File: src/design/plw_pkg.sv
`default_nettype none
package plw_pkg;
    // CPU data-space addresses of the two registers
    localparam logic [15:0] PLW_MODE_ADDR    = 16'hFF98;
    localparam logic [15:0] PLW_RESTART_ADDR = 16'hFF99;
    // Reset and fixed values
    localparam logic [7:0]  PLW_MODE_RST     = 8'h67;
    localparam logic [7:0]  PLW_RESTART_RD   = 8'h9A;
    localparam logic [7:0]  PLW_RESTART_KEY  = 8'hAC;
    localparam logic [2:0]  PLW_FIXED_TOP    = 3'h3;
    // Mode register field positions
    localparam int PLW_STOP_BIT   = 4;
    localparam int PLW_SRC_BIT    = 3;
    localparam int PLW_PER_MSB    = 2;
    localparam int PLW_TOP_LSB    = 5;
    // Reset-cause flag position
    localparam int PLW_CAUSE_BIT  = 4;
    // Shortest overflow exponents per source
    localparam int PLW_RING_EXP0  = 11;
    localparam int PLW_X1_EXP0    = 13;
    localparam int PLW_CNT_W      = 20;

    // Overflow length in source ticks for a period code and source
    function automatic logic [PLW_CNT_W:0] plw_limit(
        input logic [2:0] per,
        input logic       src_x1
    );
        int e;
        e = (src_x1 ? PLW_X1_EXP0 : PLW_RING_EXP0) + int'(per);
        plw_limit = (PLW_CNT_W + 1)'(1) << e;
    endfunction
endpackage
`default_nettype wire

File: src/design/plw_watchdog.sv
// Function
// - Overflow raises internal reset and sets watchdog cause flag bit 4.
// - Clock field: 00 ring, 01 X1, 1x stops watchdog.
// - Period codes select 2^11..2^18 ring or 2^13..2^20 X1 ticks.
// - Reset loads mode register with 67H: ring source, longest period.
// - After reset counting starts at 2^18 ring ticks, no software needed.
// - Mode register takes one write; a second write requests reset.
// - Illegal-access reset waits while the source clock is halted.
// - Top bits written 0,1,1; fixed option ignores other values.
// - Fixed option ignores clock field writes, always ring source.
// - Fixed option never stops; only period changes, once.
// - Once stopped by software, stays stopped and makes no reset.
// - X1 source gated in X1 stop, standby and oscillation wait.
// - Ring source gated in standby, or CPU on X1 with ring off; neither gates it with the fixed option.
// - Mode write inserts a CPU wait cycle, whatever clock the CPU runs from.
// - Writing ACH to restart register clears the counter.
// - Other restart values or bit accesses request internal reset.
// - Restart register always reads 9AH.
// - The legal mode write clears the counter.
`default_nettype none
module plw_watchdog
    import plw_pkg::*;
(
    input  wire logic        sys_clk_i,
    input  wire logic        reset_n_i,
    input  wire logic        fixed_osc_i,
    input  wire logic [15:0] cpu_addr_i,
    input  wire logic [7:0]  cpu_wdata_i,
    input  wire logic        cpu_wr_i,
    input  wire logic        cpu_rd_i,
    input  wire logic        cpu_bit_op_i,
    input  wire logic        ring_tick_i,
    input  wire logic        x1_tick_i,
    input  wire logic        x1_stopped_i,
    input  wire logic        standby_i,
    input  wire logic        osc_wait_i,
    input  wire logic        cpu_on_x1_i,
    input  wire logic        ring_sw_off_i,
    output logic [7:0]       cpu_rdata_o,
    output logic             cpu_wait_o,
    output logic             sys_reset_req_o,
    output logic             dog_reset_cause_flag_o
);
    logic [7:0]         wdog_mode_reg, wdog_mode_next;
    logic               written_reg, written_next;
    logic               stopped_reg, stopped_next;
    logic               fixed_reg, fixed_next;
    logic               armed_reg, armed_next;
    logic               pend_reg, pend_next;
    logic               rst_reg, rst_next;
    logic               cause_reg, cause_next;
    logic [7:0]         rdata_reg, rdata_next;
    logic               wait_reg, wait_next;
    logic               clear;
    logic               src_run;
    logic               tick;
    logic               ovf;
    logic               mode_wr;
    logic               rst_wr;
    logic               illegal;
    logic [PLW_CNT_W:0] limit;

    assign mode_wr = cpu_wr_i && (cpu_addr_i == PLW_MODE_ADDR);
    assign rst_wr  = cpu_wr_i && (cpu_addr_i == PLW_RESTART_ADDR);
    assign limit   = plw_limit(wdog_mode_reg[PLW_PER_MSB:0],
                               wdog_mode_reg[PLW_SRC_BIT]);

    plw_tick_gate u_gate (
        .ring_tick_i   (ring_tick_i),
        .x1_tick_i     (x1_tick_i),
        .src_x1_i      (wdog_mode_reg[PLW_SRC_BIT]),
        .x1_stopped_i  (x1_stopped_i),
        .standby_i     (standby_i && !fixed_reg),
        .osc_wait_i    (osc_wait_i),
        .cpu_on_x1_i   (cpu_on_x1_i),
        .ring_sw_off_i (ring_sw_off_i && !fixed_reg),
        .run_o         (src_run),
        .tick_o        (tick)
    );

    plw_counter u_cnt (
        .sys_clk_i (sys_clk_i),
        .reset_n_i (reset_n_i),
        .clear_i   (clear),
        .tick_i    (tick && !stopped_reg),
        .limit_i   (limit),
        .ovf_o     (ovf)
    );

    // Register writes, illegal-access detection and reset pulse
    always_comb begin
        logic [7:0] wv;
        wv             = cpu_wdata_i;
        wdog_mode_next = wdog_mode_reg;
        written_next   = written_reg;
        stopped_next   = stopped_reg;
        fixed_next     = fixed_reg;
        pend_next      = pend_reg;
        cause_next     = cause_reg;
        rst_next       = 1'b0;
        clear          = 1'b0;
        illegal        = 1'b0;
        // Strap caught on the first edge after release
        armed_next     = 1'b1;
        if (!armed_reg) begin
            fixed_next = fixed_osc_i;
        end
        if (mode_wr) begin
            if (!written_reg) begin
                // Bit operations are not expected here
                if (fixed_reg) begin
                    wv[PLW_STOP_BIT] = 1'b0;
                    wv[PLW_SRC_BIT]  = 1'b0;
                    wv[7:PLW_TOP_LSB] = PLW_FIXED_TOP;
                end
                wdog_mode_next = wv;
                written_next   = 1'b1;
                clear          = 1'b1;
                if (wv[PLW_STOP_BIT]) begin
                    stopped_next = 1'b1;
                end
            end else begin
                illegal = 1'b1;
            end
        end
        if (rst_wr) begin
            if (cpu_wdata_i == PLW_RESTART_KEY && !cpu_bit_op_i) begin
                clear = 1'b1;
            end else begin
                illegal = 1'b1;
            end
        end
        // Stopped dog swallows every reset cause
        if (illegal && !stopped_reg) begin
            pend_next = 1'b1;
        end
        if (pend_next && src_run && !stopped_reg) begin
            rst_next  = 1'b1;
            pend_next = 1'b0;
        end
        if (ovf && !stopped_reg) begin
            rst_next   = 1'b1;
            cause_next = 1'b1;
        end
    end

    always_ff @(posedge sys_clk_i or negedge reset_n_i) begin
        if (!reset_n_i) begin
            wdog_mode_reg <= PLW_MODE_RST;
            written_reg   <= 1'b0;
            stopped_reg   <= 1'b0;
            fixed_reg     <= 1'b1;
            armed_reg     <= 1'b0;
            pend_reg      <= 1'b0;
            rst_reg       <= 1'b0;
            cause_reg     <= 1'b0;
        end else begin
            wdog_mode_reg <= wdog_mode_next;
            written_reg   <= written_next;
            stopped_reg   <= stopped_next;
            fixed_reg     <= fixed_next;
            armed_reg     <= armed_next;
            pend_reg      <= pend_next;
            rst_reg       <= rst_next;
            cause_reg     <= cause_next;
        end
    end

    // Read data and write wait, one cycle after the access
    always_comb begin
        rdata_next = 8'h00;
        if (cpu_rd_i && cpu_addr_i == PLW_MODE_ADDR) begin
            rdata_next = wdog_mode_reg;
        end else if (cpu_rd_i && cpu_addr_i == PLW_RESTART_ADDR) begin
            rdata_next = PLW_RESTART_RD;
        end
        wait_next = mode_wr;
    end

    always_ff @(posedge sys_clk_i or negedge reset_n_i) begin
        if (!reset_n_i) begin
            rdata_reg <= 8'h00;
            wait_reg  <= 1'b0;
        end else begin
            rdata_reg <= rdata_next;
            wait_reg  <= wait_next;
        end
    end

    assign cpu_rdata_o            = rdata_reg;
    assign cpu_wait_o             = wait_reg;
    assign sys_reset_req_o        = rst_reg;
    assign dog_reset_cause_flag_o = cause_reg;

    // Checks

    // Overflow must reach the system reset logic and the cause flag
    AST_OVF_RESET: assert property (@(posedge sys_clk_i)
        disable iff (!reset_n_i) ovf && !stopped_reg |=> rst_reg && cause_reg)
        else $error("overflow without reset");

    // Cause flag is sticky until the next hard reset
    AST_CAUSE_STICKY: assert property (@(posedge sys_clk_i)
        disable iff (!reset_n_i) cause_reg |=> cause_reg)
        else $error("cause flag dropped");

    // Reset logic expects single-cycle requests
    AST_PULSE: assert property (@(posedge sys_clk_i)
        disable iff (!reset_n_i) rst_reg |=> !rst_reg)
        else $error("reset pulse too long");

    // Second mode write is refused and requests reset
    AST_SECOND_WRITE: assert property (@(posedge sys_clk_i)
        disable iff (!reset_n_i)
        mode_wr && written_reg && !stopped_reg && src_run
        |=> rst_reg && $stable(wdog_mode_reg))
        else $error("second mode write not refused");

    // Once written the mode value is frozen
    AST_MODE_ONCE: assert property (@(posedge sys_clk_i)
        disable iff (!reset_n_i) written_reg |=> $stable(wdog_mode_reg))
        else $error("mode changed after write");

    // A stopped dog stays silent
    AST_STOP_QUIET: assert property (@(posedge sys_clk_i)
        disable iff (!reset_n_i) stopped_reg |=> !rst_reg)
        else $error("stopped dog reset");

    // Stop cannot be undone by software
    AST_STOP_STAYS: assert property (@(posedge sys_clk_i)
        disable iff (!reset_n_i) stopped_reg |=> stopped_reg)
        else $error("stopped dog restarted");

    // Fixed option keeps the ring source and never stops
    AST_FIXED_SRC: assert property (@(posedge sys_clk_i)
        disable iff (!reset_n_i) fixed_reg && armed_reg
        |-> !wdog_mode_reg[PLW_SRC_BIT] && !stopped_reg)
        else $error("fixed option left ring");

    // Fixed option keeps the top bits at their pattern
    AST_FIXED_TOP: assert property (@(posedge sys_clk_i)
        disable iff (!reset_n_i) fixed_reg && armed_reg
        |-> wdog_mode_reg[7:PLW_TOP_LSB] == PLW_FIXED_TOP)
        else $error("fixed option top bits");

    // A halted source delivers no ticks
    AST_HALT_NO_TICK: assert property (@(posedge sys_clk_i)
        disable iff (!reset_n_i) !src_run |-> !tick)
        else $error("tick while source halted");

    // Pending reset held back while the source is halted
    AST_PEND_HALT: assert property (@(posedge sys_clk_i)
        disable iff (!reset_n_i) pend_reg && !src_run |=> !rst_reg)
        else $error("reset while source halted");

    // Restart register reads a fixed pattern
    AST_RESTART_RD: assert property (@(posedge sys_clk_i)
        disable iff (!reset_n_i) cpu_rd_i && cpu_addr_i == PLW_RESTART_ADDR
        |=> cpu_rdata_o == PLW_RESTART_RD)
        else $error("restart read value");

    // Wrong restart key requests reset when the source runs
    AST_BAD_KEY: assert property (@(posedge sys_clk_i)
        disable iff (!reset_n_i)
        rst_wr && cpu_wdata_i != PLW_RESTART_KEY && src_run && !stopped_reg
        |=> rst_reg)
        else $error("bad key no reset");

    // Mode write inserts exactly one wait cycle
    AST_WAIT: assert property (@(posedge sys_clk_i)
        disable iff (!reset_n_i) mode_wr |=> cpu_wait_o ##1 !cpu_wait_o
        or mode_wr)
        else $error("mode write wait");

    // No wait without a mode write
    AST_NO_WAIT: assert property (@(posedge sys_clk_i)
        disable iff (!reset_n_i) !mode_wr |=> !cpu_wait_o)
        else $error("spurious wait");

    // Scenarios worth seeing
    COV_OVF: cover property (@(posedge sys_clk_i) disable iff (!reset_n_i)
        ovf ##1 rst_reg);
    COV_KICK: cover property (@(posedge sys_clk_i) disable iff (!reset_n_i)
        rst_wr && cpu_wdata_i == PLW_RESTART_KEY);
    COV_STOP: cover property (@(posedge sys_clk_i) disable iff (!reset_n_i)
        $rose(stopped_reg));
    COV_PEND: cover property (@(posedge sys_clk_i) disable iff (!reset_n_i)
        pend_reg && !src_run ##[1:20] rst_reg);
endmodule
`default_nettype wire

File: src/design/plw_tick_gate.sv
`default_nettype none
// Picks the source tick and gates it off in standby conditions
module plw_tick_gate
    import plw_pkg::*;
(
    input  wire logic ring_tick_i,
    input  wire logic x1_tick_i,
    input  wire logic src_x1_i,
    input  wire logic x1_stopped_i,
    input  wire logic standby_i,
    input  wire logic osc_wait_i,
    input  wire logic cpu_on_x1_i,
    input  wire logic ring_sw_off_i,
    output logic      run_o,
    output logic      tick_o
);
    // Source clock running condition
    always_comb begin
        if (src_x1_i) begin
            run_o = !x1_stopped_i && !standby_i && !osc_wait_i;
        end else begin
            run_o = !standby_i && !(cpu_on_x1_i && ring_sw_off_i);
        end
        tick_o = run_o && (src_x1_i ? x1_tick_i : ring_tick_i);
    end
endmodule
`default_nettype wire

File: src/design/plw_counter.sv
`default_nettype none
// Free-running up counter with clear and overflow detect
module plw_counter
    import plw_pkg::*;
(
    input  wire logic                 sys_clk_i,
    input  wire logic                 reset_n_i,
    input  wire logic                 clear_i,
    input  wire logic                 tick_i,
    input  wire logic [PLW_CNT_W:0]   limit_i,
    output logic                      ovf_o
);
    logic [PLW_CNT_W:0] cnt_reg;
    logic [PLW_CNT_W:0] cnt_next;

    // Overflow when the next tick would reach the limit
    always_comb begin
        cnt_next = cnt_reg;
        ovf_o    = 1'b0;
        if (clear_i) begin
            cnt_next = '0;
        end else if (tick_i) begin
            if (cnt_reg + 1'b1 >= limit_i) begin
                ovf_o    = 1'b1;
                cnt_next = '0;
            end else begin
                cnt_next = cnt_reg + 1'b1;
            end
        end
    end

    always_ff @(posedge sys_clk_i or negedge reset_n_i) begin
        if (!reset_n_i) begin
            cnt_reg <= '0;
        end else begin
            cnt_reg <= cnt_next;
        end
    end
endmodule
`default_nettype wire

File: config.mk
export PLATFORM = sky130hd
export DESIGN_NAME = plw_watchdog
export DESIGN_NICKNAME = d
export VERILOG_FILES = /design/src/design/plw_pkg.sv /design/src/design/plw_watchdog.sv /design/src/design/plw_tick_gate.sv /design/src/design/plw_counter.sv
export SDC_FILE = /design/constraint.sdc
export NUM_CORES = 1
export LEC_CHECK = 0
export ABC_AREA = 1
export BUFFER_PORTS_ARGS = -buffer_cell sky130_fd_sc_hd__buf_2
export CAP_MARGIN = 10
export CORE_ASPECT_RATIO = 2
export CORE_MARGIN = 1
export CORE_UTILIZATION = 45
export DETAILED_ROUTE_END_ITERATION = 12
export PLACE_DENSITY = 0.75
export SLEW_MARGIN = 20
export SYNTH_ARGS = -nofsm -noshare
export SYNTH_HDL_FRONTEND = slang
export SYNTH_SLANG_ARGS = --single-unit
File: constraint.sdc
create_clock -name sys_clk_i -period 2.8 [get_ports sys_clk_i]
set_input_delay 0.14 -clock sys_clk_i [delete_from_list [all_inputs] [get_ports sys_clk_i]]
set_output_delay 0.14 -clock sys_clk_i [all_outputs]
set_load 0.005 [all_outputs]
==> results.md <==
* Die H at 125 µm
* Startpoint Class: flip-flop
* Min-Delay Path Class: input pin to flip-flop
* Area grow syn2layout at 33.9%
* Async set-or-reset flop fraction in the synthesized netlist at 100%
* N_diodes at 0
* CTS Sinks at 45
* Syn Inst Count at 508
* Flop2flop setup slack at -0.46 ns
* Yosys top cell area share at 28.8%
* Skew final at 0.00848 ns
* CTS buffer count at 5
* Initial core utilization at 46.6%
* Count of final max-slew check failures at 0
* Setup CP Type: flip-flop to flip-flop
* Clk_lat worst skew at 0.30 ns
* Worst path required time at 2.99 ns
* Slew @ Worst Pin at 0.589 ns
* Min Hold Slack at 0.0587 ns
* Met3 wire len at 430 µm
* Max-cap violations at 0
* Critical path arrival at 3.45 ns
* Residual DRC at 0
* Routability cong. at 0.881
* Status: finished, violations left
* Total power at 1.31 mW
* Mean Syn Cell Area at 6.67 µm²
* Largest net degree at the start of global routing at 46
* Die Wd at 63.4 µm
* Vias in the first global route at 3,791
* Final setup violation count at 23
* NetSw at 303 µW
* Reg2Reg Depth at 18
* Clock power share at 45.7%
* Failing checks: negative setup slack
* Total grt overflow at 0
* First-pass GRT wire length at 16,200 µm
* Dpl hpwl at 7160 µm
* Reg power frac at 49.9%
* Die Area at 7900 µm²
* P_int at 1.01 mW
* Metal2 WL at 5510 µm
* Critical path capture point type: flip-flop
* CTS root buf: clkbuf_16
* Leading area contributor after synthesis: dfrtp_1
* CTS tree: done
* Main synth FF type: dfrtp_1
* Total GRT Usage at 26.5%
* Final Hold Fails at 0
* Ratio of cells with drive above 1 in the final layout at 30.5%
* Max frequency at 307 MHz
* WHS Path Cells at 3
* DR vias/cell at 5.05
* Sw Share at 23.1%
* # IOs at 48
* ANT nets after route at 0
* Initial drt markers at 267
* WL final at 9880 µm
* Distinct cell type count after synthesis at 30
* Flops & latches, synth at 45
* Part of the cycle the worst path needs at 116%
* Hold EP: wdog_mode_reg[1]$_DFFE_PN1P_
* NumNets Final at 674
* Max transition margin at 60.7%
* Max FFs per register at 21
* Synthesized Nets at 570
* Initial antenna violation count at 0
* Sequential area share after synthesis at 33.4%
* RSZ-0062 raised after global routing: true
* Max Used Layer: met4
* Top-count cell post-synth: nand2_1
* Worst r2r src: wdog_mode_reg[1]$_DFFE_PN1P_
* Min-delay src: cpu_wdata_i[1]
* Peak VDD IR at 288 µV
* Post-synth top cells: nand2_1, inv_1, nor2_1
* Warnings from Yosys at 0
* CP max FO at 7
* Comb pwr share at 4.5%
* WL/cell at 14.0 µm
* Met1 WL at 3120 µm
* Setup ws final at -0.462 ns
* Clk slew on worst S/H paths at 0.06 ns
* First-pass iteration count of the detailed router at 4
* Leak at 2.49 nW
* Vias at 3,560
* Mapped Area at 3390 µm²
* Core area at 7270 µm²
* RR Endpoint: u_cnt.cnt_reg[3]$_DFFE_PN0P_
* Max H-tree Level at 2
* Max Buffers Root-to-Sink at 2
* PD cells at 289 nW/µm²
* Num rows at 44
* Synth top area cells: dfrtp_1, nand2_1, ha_1, inv_1, nor2_1
* Port buffer count at 47
* Clock period minus final worst setup slack at 3.26 ns
* Post-synth EDFFs at 0
-- critical path, cell delays in order (launching register included) --
cell and delay (ns):
dfstp_2 0.56, ha_4 0.21, nand2_4 0.06, inv_2 0.04
nor2_4 0.09, fa_1 0.47, inv_4 0.15, nand2_4 0.10
nor2_4 0.13, nand2_1 0.07, ha_1 0.28, nand2_1 0.07
nor3_1 0.21, nand3b_1 0.19, nand3_4 0.19, nor2_4 0.07
buf_12 0.14, nand2_1 0.05, nand2_1 0.05
-- metrics by stage --
step	setup WS, ns	TNS, ns	utilization (%)	instance area [µm²]	cells
detailed placement	-0.864	-18.21	56.1	4080	689
global route	-0.646	-12.90	62.5	4540	705
finish	-0.462	-9.07	62.5	4540	705
global placement	-0.780	-16.78	56.1	4080	689
floorplan	-0.135	-2.71	-	3430	508
CTS	-0.366	-7.22	60.7	4410	704
-- power by group through the flow --
stage | Sequential [mW] | Combinational, mW | Clock (mW)
3_3_place_gp | 0.666 | 0.0562 | 0
2_1_floorplan | 0.666 | 0.0145 | 0
5_1_grt | 0.654 | 0.0673 | 0.625
3_5_place_dp | 0.667 | 0.0584 | 0
6_report | 0.655 | 0.0585 | 0.600
4_1_cts | 0.654 | 0.0583 | 0.610
-- placed cells by master, fill, tap and decap left out, drive strengths merged, types with 2 or more instances in the layout --
cell type  instances
buf              101
nand3             25
nand2            192
dfrtp             39
dfstp              6
inv               79
xnor2              2
nor3               2
nand4              2
or2                2
nor2              84
ha                24
clkbuf             6
o21ai             19
o21bai             3
a21oi             10
clkinvlp           2
xor2               8
-- how the worst max path moves through the flow --
stage	from	end	slack, ns	cells past startpoint
6_report	wdog_mode_reg[1]$_DFFE_PN1P_	u_cnt.cnt_reg[3]$_DFFE_PN0P_	-0.46	18
5_1_grt	wdog_mode_reg[3]$_DFFE_PN0P_	dog_reset_cause_flag_o$_DFFE_PN0P_	-0.65	20
4_1_cts	wdog_mode_reg[1]$_DFFE_PN1P_	u_cnt.cnt_reg[5]$_DFFE_PN0P_	-0.37	19
3_5_place_dp	wdog_mode_reg[1]$_DFFE_PN1P_	u_cnt.cnt_reg[2]$_DFFE_PN0P_	-0.86	17
3_3_place_gp	wdog_mode_reg[3]$_DFFE_PN0P_	u_cnt.cnt_reg[1]$_DFFE_PN0P_	-0.78	20
2_1_floorplan	wdog_mode_reg[3]$_DFFE_PN0P_	u_cnt.cnt_reg[0]$_DFFE_PN0P_	-0.13	23
-- cells by family (layout without fill, tap and decap cells) --
logic type      Yosys count  count (layout)  synth area share (%)
simple gates            308             310                  38.2
buf+inv                  86             189                  10.7
flops                    45              45                  33.4
compound gates           33              33                  5.50
fa+ha+maj                25              25                  9.45
xor+xnor                 10              10                  2.58
other cells               1               1                 0.111
-- per-layer routing --
layer  up-vias  track usage (%)
met1      1627             23.4
met4         0             21.0
met2       130             50.4
li1       1751                -
met3        52             3.94
met5         -                0
-- what timing repair did --
action | in CTS | in global routing
gates cloned | 2 | 0
endpoints found under the setup margin | 23 | 23
hold buffers | 0 | 1
endpoints found under the hold margin | 0 | 39
pin swaps | 18 | 26
gates resized for setup | 32 | 25
setup buffers | 5 | 0
-- layout make-up --
type                       count  area, µm²
sequential                    45       1130
clock inverter                 2       15.0
fill                         631       2730
multi-input combinational    379       2160
clock buffer                   6        129
timing repair buffer         102        681
tap                           92        115
inverter                      79        302
Power figures use the tool's default switching activity.
